`src/common/lsp_pkg.sv`:
```
`default_nettype none
package lsp_pkg;
  // Pin counts and the index of each pin group in the flat pin vector.
  localparam int unsigned LSP_NPRI = 7;
  localparam int unsigned LSP_NPIN = 14;
  localparam int unsigned LSP_PIN_PRI = 0;
  localparam int unsigned LSP_PIN_LOW = 7;
  localparam int unsigned LSP_PIN_P3 = 9;
  localparam int unsigned LSP_PIN_UP = 10;

  // Register byte offsets on the AHB-Lite bus.
  localparam logic [7:0] LSP_CTRL_OFF = 8'h00;
  localparam logic [7:0] LSP_LEDON_OFF = 8'h04;
  localparam logic [7:0] LSP_STRAP_OFF = 8'h08;
  localparam logic [7:0] LSP_PININ_OFF = 8'h0c;

  // Control register fields and reset values.
  localparam int unsigned LSP_CTRL_LEDEN = 0;
  localparam logic LSP_CTRL_RST = 1'b0;
  localparam logic [13:0] LSP_LEDON_RST = 14'h0000;

  // Strap status register fields.
  localparam int unsigned LSP_ST_SWAP = 0;
  localparam int unsigned LSP_ST_GANG = 7;
  localparam int unsigned LSP_ST_BOOST = 8;
  localparam int unsigned LSP_ST_DONE = 10;

  // Values taken when a strap is not enabled.
  localparam logic [6:0] LSP_SWAP_DFLT = 7'h00;
  localparam logic LSP_GANG_DFLT = 1'b0;
  localparam logic [1:0] LSP_BOOST_DFLT = 2'h0;
  localparam logic LSP_ACTLOW_DFLT = 1'b1;

  // AHB-Lite encodings.
  localparam logic [1:0] LSP_HTRANS_NONSEQ = 2'h2;
  localparam logic LSP_HRESP_OKAY = 1'b0;

  // Strap capture phase, Gray coded.
  typedef enum logic {
    LSP_SAMPLE = 1'b0,
    LSP_RUN = 1'b1
  } lsp_phase_e;
endpackage : lsp_pkg
`default_nettype wire

```
`src/common/lsp_pin_if.sv`:
```
`default_nettype none
interface lsp_pin_if;
  import lsp_pkg::*;
  logic run;
  logic ledEnable;
  logic [13:0] ledOn;
  logic [13:0] activeLow;
  logic [13:0] pinOut;
  logic [13:0] pinOe;
  // The controller decides, the driver owns the pin flops.
  modport ctrl (output run, output ledEnable, output ledOn, output activeLow,
    input pinOut, input pinOe);
  modport drv (input run, input ledEnable, input ledOn, input activeLow,
    output pinOut, output pinOe);
endinterface : lsp_pin_if
`default_nettype wire

```
`src/hw/lsp_pin_drive.sv`:
```
`default_nettype none
module lsp_pin_drive
  import lsp_pkg::*;
(
  // Clock and reset.
  input wire logic clk,
  input wire logic rst_n,
  // Pin requests and registered pin drive.
  lsp_pin_if.drv pins
);
  logic [13:0] next_pinOut;
  logic [13:0] next_pinOe;

  // Each pin turns the logical lamp state into a level by its own polarity.
  // Drivers stay off until the straps are taken so that pull resistors set the level.
  for (genvar i = 0; i < LSP_NPIN; i++) begin : g_pin
    always_comb begin
      next_pinOut[i] = pins.activeLow[i] ? ~pins.ledOn[i] : pins.ledOn[i];
      next_pinOe[i] = pins.run & pins.ledEnable;
    end
  end

  // Pin flops; reset leaves every pin released.
  always_ff @(posedge clk or negedge rst_n) begin
    if (!rst_n) begin
      pins.pinOut <= 14'h0000;
      pins.pinOe <= 14'h0000;
    end else begin
      pins.pinOut <= next_pinOut;
      pins.pinOe <= next_pinOe;
    end
  end
endmodule : lsp_pin_drive
`default_nettype wire

```
`src/hw/led_strap_pin_logic.sv`:
```
// Local design decisions: the AHB-Lite register port and the register offsets.
`default_nettype none
module led_strap_pin_logic
  import lsp_pkg::*;
(
  // Clock and reset.
  input wire logic clk,
  input wire logic rst_n,
  // AHB-Lite slave.
  input wire logic hsel,
  input wire logic [31:0] haddr,
  input wire logic [1:0] htrans,
  input wire logic hwrite,
  input wire logic [2:0] hsize,
  input wire logic [31:0] hwdata,
  input wire logic hready,
  output logic [31:0] hrdata,
  output logic hreadyout,
  output logic hresp,
  // Strap enables from package and configuration settings.
  input wire logic swapStrapEnable,
  input wire logic gangStrapEnable,
  input wire logic boostStrapEnable,
  // Primary lamp pins, ports one to seven.
  input wire logic [6:0] portPrimaryLedIn,
  output logic [6:0] portPrimaryLedOut,
  output logic [6:0] portPrimaryLedOe,
  // Secondary lamp pins, ports four to seven.
  input wire logic [3:0] upperPortSecondaryLedIn,
  output logic [3:0] upperPortSecondaryLedOut,
  output logic [3:0] upperPortSecondaryLedOe,
  // Secondary lamp pin, port three.
  input wire logic port3SecondaryLedIn,
  output logic port3SecondaryLedOut,
  output logic port3SecondaryLedOe,
  // Secondary lamp pins, ports one and two.
  input wire logic [1:0] lowPortSecondaryLedIn,
  output logic [1:0] lowPortSecondaryLedOut,
  output logic [1:0] lowPortSecondaryLedOe,
  // Configuration taken from the straps.
  output logic [6:0] portPolaritySwap,
  output logic gangPowerMode,
  output logic [1:0] phyDriveLevelField
);
  lsp_pin_if pins ();

  // Capture phase.
  lsp_phase_e phase;
  lsp_phase_e next_phase;

  // Latched straps and lamp polarities.
  logic [6:0] next_portPolaritySwap;
  logic next_gangPowerMode;
  logic [1:0] next_phyDriveLevelField;
  logic [13:0] activeLow;
  logic [13:0] next_activeLow;

  // Software state.
  logic ledEnable;
  logic next_ledEnable;
  logic [13:0] ledOn;
  logic [13:0] next_ledOn;

  // Bus pipeline state.
  logic wrPending;
  logic next_wrPending;
  logic [7:0] wrAddr;
  logic [7:0] next_wrAddr;
  logic [31:0] next_hrdata;
  logic addrPhase;
  logic [13:0] pinIn;
  logic [31:0] ctrlView;
  logic [31:0] ledOnView;

  // Flat view of every lamp pin as seen from outside.
  always_comb begin
    pinIn = {upperPortSecondaryLedIn, port3SecondaryLedIn,
      lowPortSecondaryLedIn, portPrimaryLedIn};
  end

  // Strap capture: the first edge after reset release takes the pins, then the
  // values freeze. Pins are undriven in that cycle, so only the pull resistors count.
  always_comb begin
    next_phase = phase;
    next_portPolaritySwap = portPolaritySwap;
    next_gangPowerMode = gangPowerMode;
    next_phyDriveLevelField = phyDriveLevelField;
    next_activeLow = activeLow;
    case (phase)
      LSP_SAMPLE: begin
        next_phase = LSP_RUN;
        // Unstrapped lamps default to active low.
        next_activeLow = {LSP_NPIN{LSP_ACTLOW_DFLT}};
        if (swapStrapEnable) begin
          next_portPolaritySwap = portPrimaryLedIn;
          // A zero gives normal pairs and active high, a one the reverse.
          next_activeLow[LSP_PIN_PRI +: LSP_NPRI] = portPrimaryLedIn;
        end else begin
          next_portPolaritySwap = LSP_SWAP_DFLT;
        end
        if (gangStrapEnable) begin
          next_gangPowerMode = port3SecondaryLedIn;
          next_activeLow[LSP_PIN_P3] = port3SecondaryLedIn;
        end else begin
          next_gangPowerMode = LSP_GANG_DFLT;
        end
        if (boostStrapEnable) begin
          next_phyDriveLevelField = lowPortSecondaryLedIn;
          next_activeLow[LSP_PIN_LOW +: 2] = lowPortSecondaryLedIn;
        end else begin
          next_phyDriveLevelField = LSP_BOOST_DFLT;
        end
      end
      LSP_RUN: begin
        next_phase = LSP_RUN;
      end
      default: begin
        next_phase = LSP_SAMPLE;
      end
    endcase
  end

  // Strap flops; nothing but reset moves them once running.
  always_ff @(posedge clk or negedge rst_n) begin
    if (!rst_n) begin
      phase <= LSP_SAMPLE;
      portPolaritySwap <= LSP_SWAP_DFLT;
      gangPowerMode <= LSP_GANG_DFLT;
      phyDriveLevelField <= LSP_BOOST_DFLT;
      activeLow <= {LSP_NPIN{LSP_ACTLOW_DFLT}};
    end else begin
      phase <= next_phase;
      portPolaritySwap <= next_portPolaritySwap;
      gangPowerMode <= next_gangPowerMode;
      phyDriveLevelField <= next_phyDriveLevelField;
      activeLow <= next_activeLow;
    end
  end

  // A transfer is taken when selected, the bus is ready and it is NONSEQ; IDLE, BUSY and SEQ are ignored.
  always_comb begin
    addrPhase = hsel & hready & (htrans == LSP_HTRANS_NONSEQ);
  end

  // Views of the writable registers with a write in its data phase folded in,
  // so that a read straight after a write sees the new value.
  always_comb begin
    ctrlView = 32'h0000_0000;
    ctrlView[LSP_CTRL_LEDEN] = ledEnable;
    ledOnView = {18'h00000, ledOn};
    if (wrPending && wrAddr == LSP_CTRL_OFF) begin
      ctrlView[LSP_CTRL_LEDEN] = hwdata[LSP_CTRL_LEDEN];
    end
    if (wrPending && wrAddr == LSP_LEDON_OFF) begin
      ledOnView = {18'h00000, hwdata[13:0]};
    end
  end

  // Bus next values: writes land in their data phase, read data is loaded at the
  // address phase so hrdata comes from a flop with no wait state.
  always_comb begin
    next_wrPending = 1'b0;
    next_wrAddr = wrAddr;
    next_ledEnable = ledEnable;
    next_ledOn = ledOn;
    next_hrdata = hrdata;
    if (wrPending) begin
      if (wrAddr == LSP_CTRL_OFF) begin
        next_ledEnable = hwdata[LSP_CTRL_LEDEN];
      end else if (wrAddr == LSP_LEDON_OFF) begin
        next_ledOn = hwdata[13:0];
      end
    end
    if (addrPhase) begin
      next_wrPending = hwrite;
      next_wrAddr = {haddr[7:2], 2'b00};
      next_hrdata = 32'h0000_0000;
      if (!hwrite) begin
        if (haddr[31:8] != 24'h000000) begin
          next_hrdata = 32'h0000_0000;
        end else if ({haddr[7:2], 2'b00} == LSP_CTRL_OFF) begin
          next_hrdata = ctrlView;
        end else if ({haddr[7:2], 2'b00} == LSP_LEDON_OFF) begin
          next_hrdata = ledOnView;
        end else if ({haddr[7:2], 2'b00} == LSP_STRAP_OFF) begin
          next_hrdata[LSP_ST_SWAP +: 7] = portPolaritySwap;
          next_hrdata[LSP_ST_GANG] = gangPowerMode;
          next_hrdata[LSP_ST_BOOST +: 2] = phyDriveLevelField;
          next_hrdata[LSP_ST_DONE] = (phase == LSP_RUN);
        end else if ({haddr[7:2], 2'b00} == LSP_PININ_OFF) begin
          next_hrdata = {18'h00000, pinIn};
        end else begin
          next_hrdata = 32'h0000_0000;
        end
      end
      // Writes with any of haddr[31:8] set are dropped here, before their data phase.
      if (haddr[31:8] != 24'h000000) begin
        next_wrPending = 1'b0;
      end
    end
  end

  // Bus and software register flops. The slave never stalls and always answers OKAY.
  always_ff @(posedge clk or negedge rst_n) begin
    if (!rst_n) begin
      wrPending <= 1'b0;
      wrAddr <= 8'h00;
      ledEnable <= LSP_CTRL_RST;
      ledOn <= LSP_LEDON_RST;
      hrdata <= 32'h0000_0000;
      hreadyout <= 1'b1;
      hresp <= LSP_HRESP_OKAY;
    end else begin
      wrPending <= next_wrPending;
      wrAddr <= next_wrAddr;
      ledEnable <= next_ledEnable;
      ledOn <= next_ledOn;
      hrdata <= next_hrdata;
      hreadyout <= 1'b1;
      hresp <= LSP_HRESP_OKAY;
    end
  end

  // Hand lamp state and polarity to the pin driver.
  always_comb begin
    pins.run = (phase == LSP_RUN);
    pins.ledEnable = ledEnable;
    pins.ledOn = ledOn;
    pins.activeLow = activeLow;
  end

  lsp_pin_drive u_drive (
    .clk(clk),
    .rst_n(rst_n),
    .pins(pins)
  );

  // Fan the registered pin drive back out to the pin groups.
  // Secondary lamps of ports four to seven stay active low in every case.
  always_comb begin
    portPrimaryLedOut = pins.pinOut[LSP_PIN_PRI +: LSP_NPRI];
    portPrimaryLedOe = pins.pinOe[LSP_PIN_PRI +: LSP_NPRI];
    lowPortSecondaryLedOut = pins.pinOut[LSP_PIN_LOW +: 2];
    lowPortSecondaryLedOe = pins.pinOe[LSP_PIN_LOW +: 2];
    port3SecondaryLedOut = pins.pinOut[LSP_PIN_P3];
    port3SecondaryLedOe = pins.pinOe[LSP_PIN_P3];
    upperPortSecondaryLedOut = pins.pinOut[LSP_PIN_UP +: 4];
    upperPortSecondaryLedOe = pins.pinOe[LSP_PIN_UP +: 4];
  end
endmodule : led_strap_pin_logic
`default_nettype wire

```
`config.mk`:
```
export PLATFORM = sky130hd
export DESIGN_NAME = led_strap_pin_logic
export DESIGN_NICKNAME = d
export VERILOG_FILES = /design/src/common/lsp_pkg.sv /design/src/common/lsp_pin_if.sv /design/src/hw/lsp_pin_drive.sv /design/src/hw/led_strap_pin_logic.sv
export SDC_FILE = /design/constraint.sdc
export NUM_CORES = 1
export LEC_CHECK = 0
export BUFFER_PORTS_ARGS = -buffer_cell sky130_fd_sc_hd__buf_4
export CAP_MARGIN = 20
export CORE_MARGIN = 1.5
export CORE_UTILIZATION = 47
export DETAILED_ROUTE_END_ITERATION = 16
export PLACE_DENSITY = 0.8
export SLEW_MARGIN = 10
export SYNTH_ARGS = -nofsm -noshare
export SYNTH_HDL_FRONTEND = slang
export SYNTH_SLANG_ARGS = --single-unit
```
`constraint.sdc`:
```
create_clock -name clk -period 1.8 [get_ports clk]
set_input_delay 0 -clock clk [delete_from_list [all_inputs] [get_ports clk]]
set_output_delay 0 -clock clk [all_outputs]
set_load 0.1 [all_outputs]
```
# Word-level counts from Yosys, hierarchy flattened
# Index checks and enable logic that the tools add are counted.
# word_totals
regBits,90
in_bits,91
out_inout_bits,72
# op_classes
n_eq_ne,5
muxes,27
n_bitwise,18
n_reduce_logical,7
# ops
cell,n
$mux W32,4
$mux W14,2
$reduce_bool A24 Y1,1
$mux W21,1
$mux W1,15
$not A1 Y1,15
$mux W7,2
$eq A6 B1 Y1 const B,2
$eq A6 B2 Y1 const B,2
$mux W11,1
$logic_not A8 Y1,1
$logic_not A6 Y1,1
$mux W2,2
$and A1 B1 Y1,3
$reduce_and A3 Y1,1
$eq A2 B2 Y1 const B,1
$logic_and A1 B1 Y1,2
$reduce_and A2 Y1,1

# Logic depth before layout (Yosys ltp)
# depth
ltp_word,7
depth_mapped,6
ltp_nobuf,4

# Modules after synthesis
# From an unflattened synthesis, not the netlist that was laid out.
# unflattened
cells_unflattened,345
hier_area_um2,3508.4
# by_module_without_submodules
module,instances,cells_per_inst,area_per_inst_um2,seq_area_each_um2
led_strap_pin_logic,1,302,2906.5,1438.9
lsp_pin_drive,1,43,601.8,375.4

# Worst setup path after synthesis
# OpenSTA, ideal clock, no wires.
# synth_path
path_type,flip-flop to flip-flop
from,register wrAddr[3]
to,register hrdata[0]
setup_ns,0.129
t_arrival_ns,1.464
setup_slack_ns,0.207
path_stages_with_launch,5
n_path_buf,0
period_less_slack_ns,1.593
path_cell_list,dfrtp_1 or4_1 o31a_1 a211oi_1 a211oi_1
# synth_via
elab_chain_len,7
elab_cells_between_ends,10
cone_classes,eq/ne (1); mux (6); reduce/logical (3)
# synth_lines
item,line,source
start: declaration,led_strap_pin_logic.sv:67,logic [7:0] wrAddr;
start signal: assignment,led_strap_pin_logic.sv:215,wrAddr <= next_wrAddr;
$eq A6 B1 Y1,led_strap_pin_logic.sv:154,if (wrPending && wrAddr == LSP_LEDON_OFF) begin
$logic_and A1 B1 Y1,led_strap_pin_logic.sv:154,
$mux W14,led_strap_pin_logic.sv:154,
$mux W32,led_strap_pin_logic.sv:183,"end else if ({haddr[7:2], 2'b00} == LSP_LEDON_OFF) begin"
$mux W32 *,led_strap_pin_logic.sv:181,"end else if ({haddr[7:2], 2'b00} == LSP_CTRL_OFF) begin"
$mux W32 *,led_strap_pin_logic.sv:179,if (haddr[31:8] != 24'h000000) begin
$mux W32 *,led_strap_pin_logic.sv:178,if (!hwrite) begin
end signal: assignment,led_strap_pin_logic.sv:218,hrdata <= next_hrdata;
end: declaration,led_strap_pin_logic.sv:17,"output logic [31:0] hrdata,"
# Mark *: on every way between the ends. The rest lies on a longest branch, timed or not.
# A chain may end at the register's enable or synchronous reset.

# Final worst setup path
# Ends and elaborated chain as after synthesis.

==> flow_summary.toml <==
[cts]
clock-sinks = 72
clock_tree.buffer_depth = 2
clkTransAtPathRegs_ns = 0.07
cts_inserted_buffers = 9
insertion_delay_ns = 0.34
cell_at_the_root_of_the_clock_tree = "clkbuf_8"
tritoncts = "done"
htree_num_levels = 3

[global_routing]
maximum_number_of_pins_on_one_net_before_global_route_repair = 45
grt_first_pass_wirelength_um = 13000
initial_antenna_violation_count = 0
globalRoute.totalOverflow = 0
groute.usage.overall_pct = 21.92
via_count_of_the_first_global_routing_pass = 2760

[critical_path]
buffers_and_inverters_on_the_worst_path = 0
worst-endpoint-required_ns = 2.02
worst_path_largest_cell_delay_ns = 0.58
reg2reg_from = "wrAddr[3]"
timing.critical_path.from = "wrAddr[3]"
critical_path.cell_chain = "or4_1, o31a_1, a211oi_1, a211oi_1"
critical_setup_path_kind = "reg -> reg"
timing.critical_path.from_type = "register"
critical_path_at_ns = 1.99
path_delay_family = "compound AO/OA/AOI/OAI gates"
cp_slowest_cell = "or4_1"
crit_top_cell = "a211oi_1"
crit_fanout = 3
crit_path_end_kind = "register"

[placed_design]
dp.final_hpwl_um = 5831
routabilityCongestion = 0.7866
place.port_buffers = 119
detailedPlace.worstSlack_ns = 0.1228

[logic_synthesis]
synth_top_cell_area_share_pct = 44.22
synthesis.area_per_instance_um2 = 10.50
mappedNetlistArea_um2 = 3508
synth.area.top_cells = "dfrtp_1 44%, dfstp_2 7.5%, buf_4 7.1%"
synth.largest_area_cell = "dfrtp_1"
area_fraction_in_compound_gates_after_synthesis_pct = 14.37
synth_adder_area_share_pct = 0
synth_mux_area_share_pct = 4.743
ys_seq_area_share_pct = 51.71
netlist-cell-type-count = 40
ys.warnings.count = 0
dominant_combinational_cell_family_by_area_after_synthesis = "simple AND/OR/NAND/NOR gates"
synth_xor_xnor_area_share_pct = 2.496
yosys_register_bits = 72
synthCells = 334
synth_simple_gate_area_share_pct = 16.62

[final_layout]
antenna-diode-count = 0
fin_util_pct = 67.14
layout.nets = 562
final_layout_size_suffix_gt1_share_pct = 33.40
nFillCells = 541
areaGrowthSynthToFinish_pct = 38.80

[timing]
maxSlewViolCount = 0
final_critical_path_setup_slack_ns = 0.03638
max_clock_freq_ghz = 0.5670
final.setup_skew_ns = 0.005747
tns_ns = 0
final-setup-viol-count = 0
final_hold_viols = 0
final.period_utilization_pct = 97.98
period_needed_ns = 1.764

[route]
detail_route.wl_per_cell_um = 14.83
average_vias_per_placed_instance = 5.083
route.antenna.remaining_nets = 0
vias = 2923
drt_pass1_iterations = 5
drt-total-wl_um = 8529
number_of_drc_markers_in_iteration_0 = 113
drc_viols = 0

[floorplan]
fp.dieArea_um2 = 7991
initial_core_utilization_pct = 48.37
io_pins = 163
floorplan.rows = 31
floorplan.core_area_um2 = 7253
die_y_um = 89.40
die_width_um = 89.40

[pwr]
clock_power_share_pct = 32.4
power.sequential.fraction_pct = 44.3
max-vdd-ir-drop_v = 0.0003853
power.internal_w = 0.002710
totalPowerFinal_w = 0.004024
total_switching_power_w = 0.001314
power.switching_fraction_pct = 32.66
pwrdens_nw_per_um2 = 826.4
pwr-share-comb_pct = 23.3
power.leakage_nw = 2.461

[status]
outcome = "finished clean"

[run]
max_cap_viol_count = 0

[min_path]
worst_hold_path_type = "in -> reg"
worst_hold_startpoint = "upperPortSecondaryLedIn[1]"
==> path summary, 6_finish.rpt <==
kind | endpoint | slack [ns] | cells past startpoint
min | hrdata[11] | 0.007 | 3
min reg2reg | u_drive.pins.pinOut[13] | 0.42 | 1
min in group asynchronous | portPolaritySwap[3] | 0.13 | 2
max reg2reg | hrdata[0] | 0.04 | 4
max in group asynchronous | activeLow[8] | 1.05 | 3
max | hrdata[0] | 0.04 | 4
==> routing by layer <==
| layer | global-route usage [%] | share of wire (%) | vias to the layer above |
|---|---|---|---|
| met5 | 0 | 0 | - |
| met4 | 8.252 | 1.6 | 0 |
| met2 | 39.03 | 52 | 112 |
| li1 | - | - | 1381 |
| met1 | 26.18 | 41 | 1419 |
| met3 | 4.340 | 5.5 | 11 |
==> Yosys cell counts, drive strengths merged <==
cell / instances
a211o: 2
a211oi: 16
a21o: 12
a21oi: 11
a221oi: 3
and2: 12
and2b: 1
and3: 11
and3b: 1
and4: 1
buf: 41
clkbuf: 9
conb: 2
dfrtp: 62
dfstp: 10
inv: 5
mux2: 5
mux2i: 11
nand2: 40
nand2b: 2
nand4: 2
nand4b: 1
nor2: 10
nor2b: 13
nor3: 3
nor4: 6
o2111ai: 1
o21ai: 17
o31a: 1
o31ai: 10
or4: 3
xor2: 10
==> sequential cells by signal (all words and copies together), names as in the netlist, 2 cells and up <==
register	flops
hrdata	14
ledOn	14
activeLow	10
u_drive.pins.pinOut	14
wrAddr	6
portPolaritySwap	7
phyDriveLevelField	2
==> power groups by stage <==
stage	combinational, W	sequential [W]	clock [W]
after global placement	0.000867	0.00180	0
after global routing	0.000989	0.00179	0.00139
after CTS	0.000933	0.00177	0.00132
final	0.000938	0.00178	0.00130
after detailed placement	0.000875	0.00180	0
after floorplan	0.000380	0.00205	0
==> final cells by class <==
cell class | count | area, µm² | share of cell area (%)
tap | 99 | 123.9 | 2.544
sequential | 72 | 1814 | 37.26
inverter | 5 | 18.77 | 0.3854
timing repair buffer | 157 | 1269 | 26.05
clock inverter | 5 | 55.05 | 1.131
clock buffer | 11 | 151.4 | 3.109
multi-input combinational | 226 | 1438 | 29.52
==> stage by stage <==
step / cells / hold slack [ns] / cell area, µm²
floorplan: 353 / -0.2956 / 3580
global placement: 528 / -0.05348 / 4335
detailed placement: 528 / -0.04974 / 4335
CTS: 575 / 0.003143 / 4852
global route: 575 / 0.003517 / 4870
finish: 575 / 0.007062 / 4870
==> kinds of logic after synthesis <==
| group | after synthesis |
|---|---|
| muxes | 16 |
| AOI/OAI and AO/OA | 73 |
| buffers and inverters | 55 |
| xor gates and xnor gates | 10 |
| other | 2 |
| DFF | 72 |
| and+or+nand+nor | 106 |
==> worst register-to-register path: stages, from the launching register on <==
cell and delay [ns]:
dfrtp_1 0.42, or4_1 0.58, o31a_1 0.32, a211oi_1 0.24
a211oi_1 0.08
==> placed cells by master (no fill, tap or decap), types with 10 or more instances in the layout <==
master | netlist | routed
dlygate4sd3_1 | 0 | 31
nand2_1 | 40 | 40
and2_1 | 12 | 12
a211oi_1 | 16 | 16
conb_1 | 2 | 21
xor2_1 | 10 | 10
nor2_1 | 10 | 10
o21ai_1 | 10 | 10
buf_4 | 33 | 125
a21oi_1 | 11 | 11
clkbuf_8 | 0 | 11
mux2i_1 | 11 | 11
o31ai_1 | 10 | 10
and3_1 | 11 | 11
nor2b_1 | 13 | 13
dfrtp_1 | 62 | 62
dfstp_2 | 10 | 10
a21o_1 | 12 | 12
==> timing repair <==
item	in CTS	in global routing
hold endpoints to repair	98	0
setup buffers	0	0
endpoints found under the setup margin	0	10
gates resized for setup	0	3
hold buffers	31	0
Note: power is estimated with default switching activity, not from simulation.
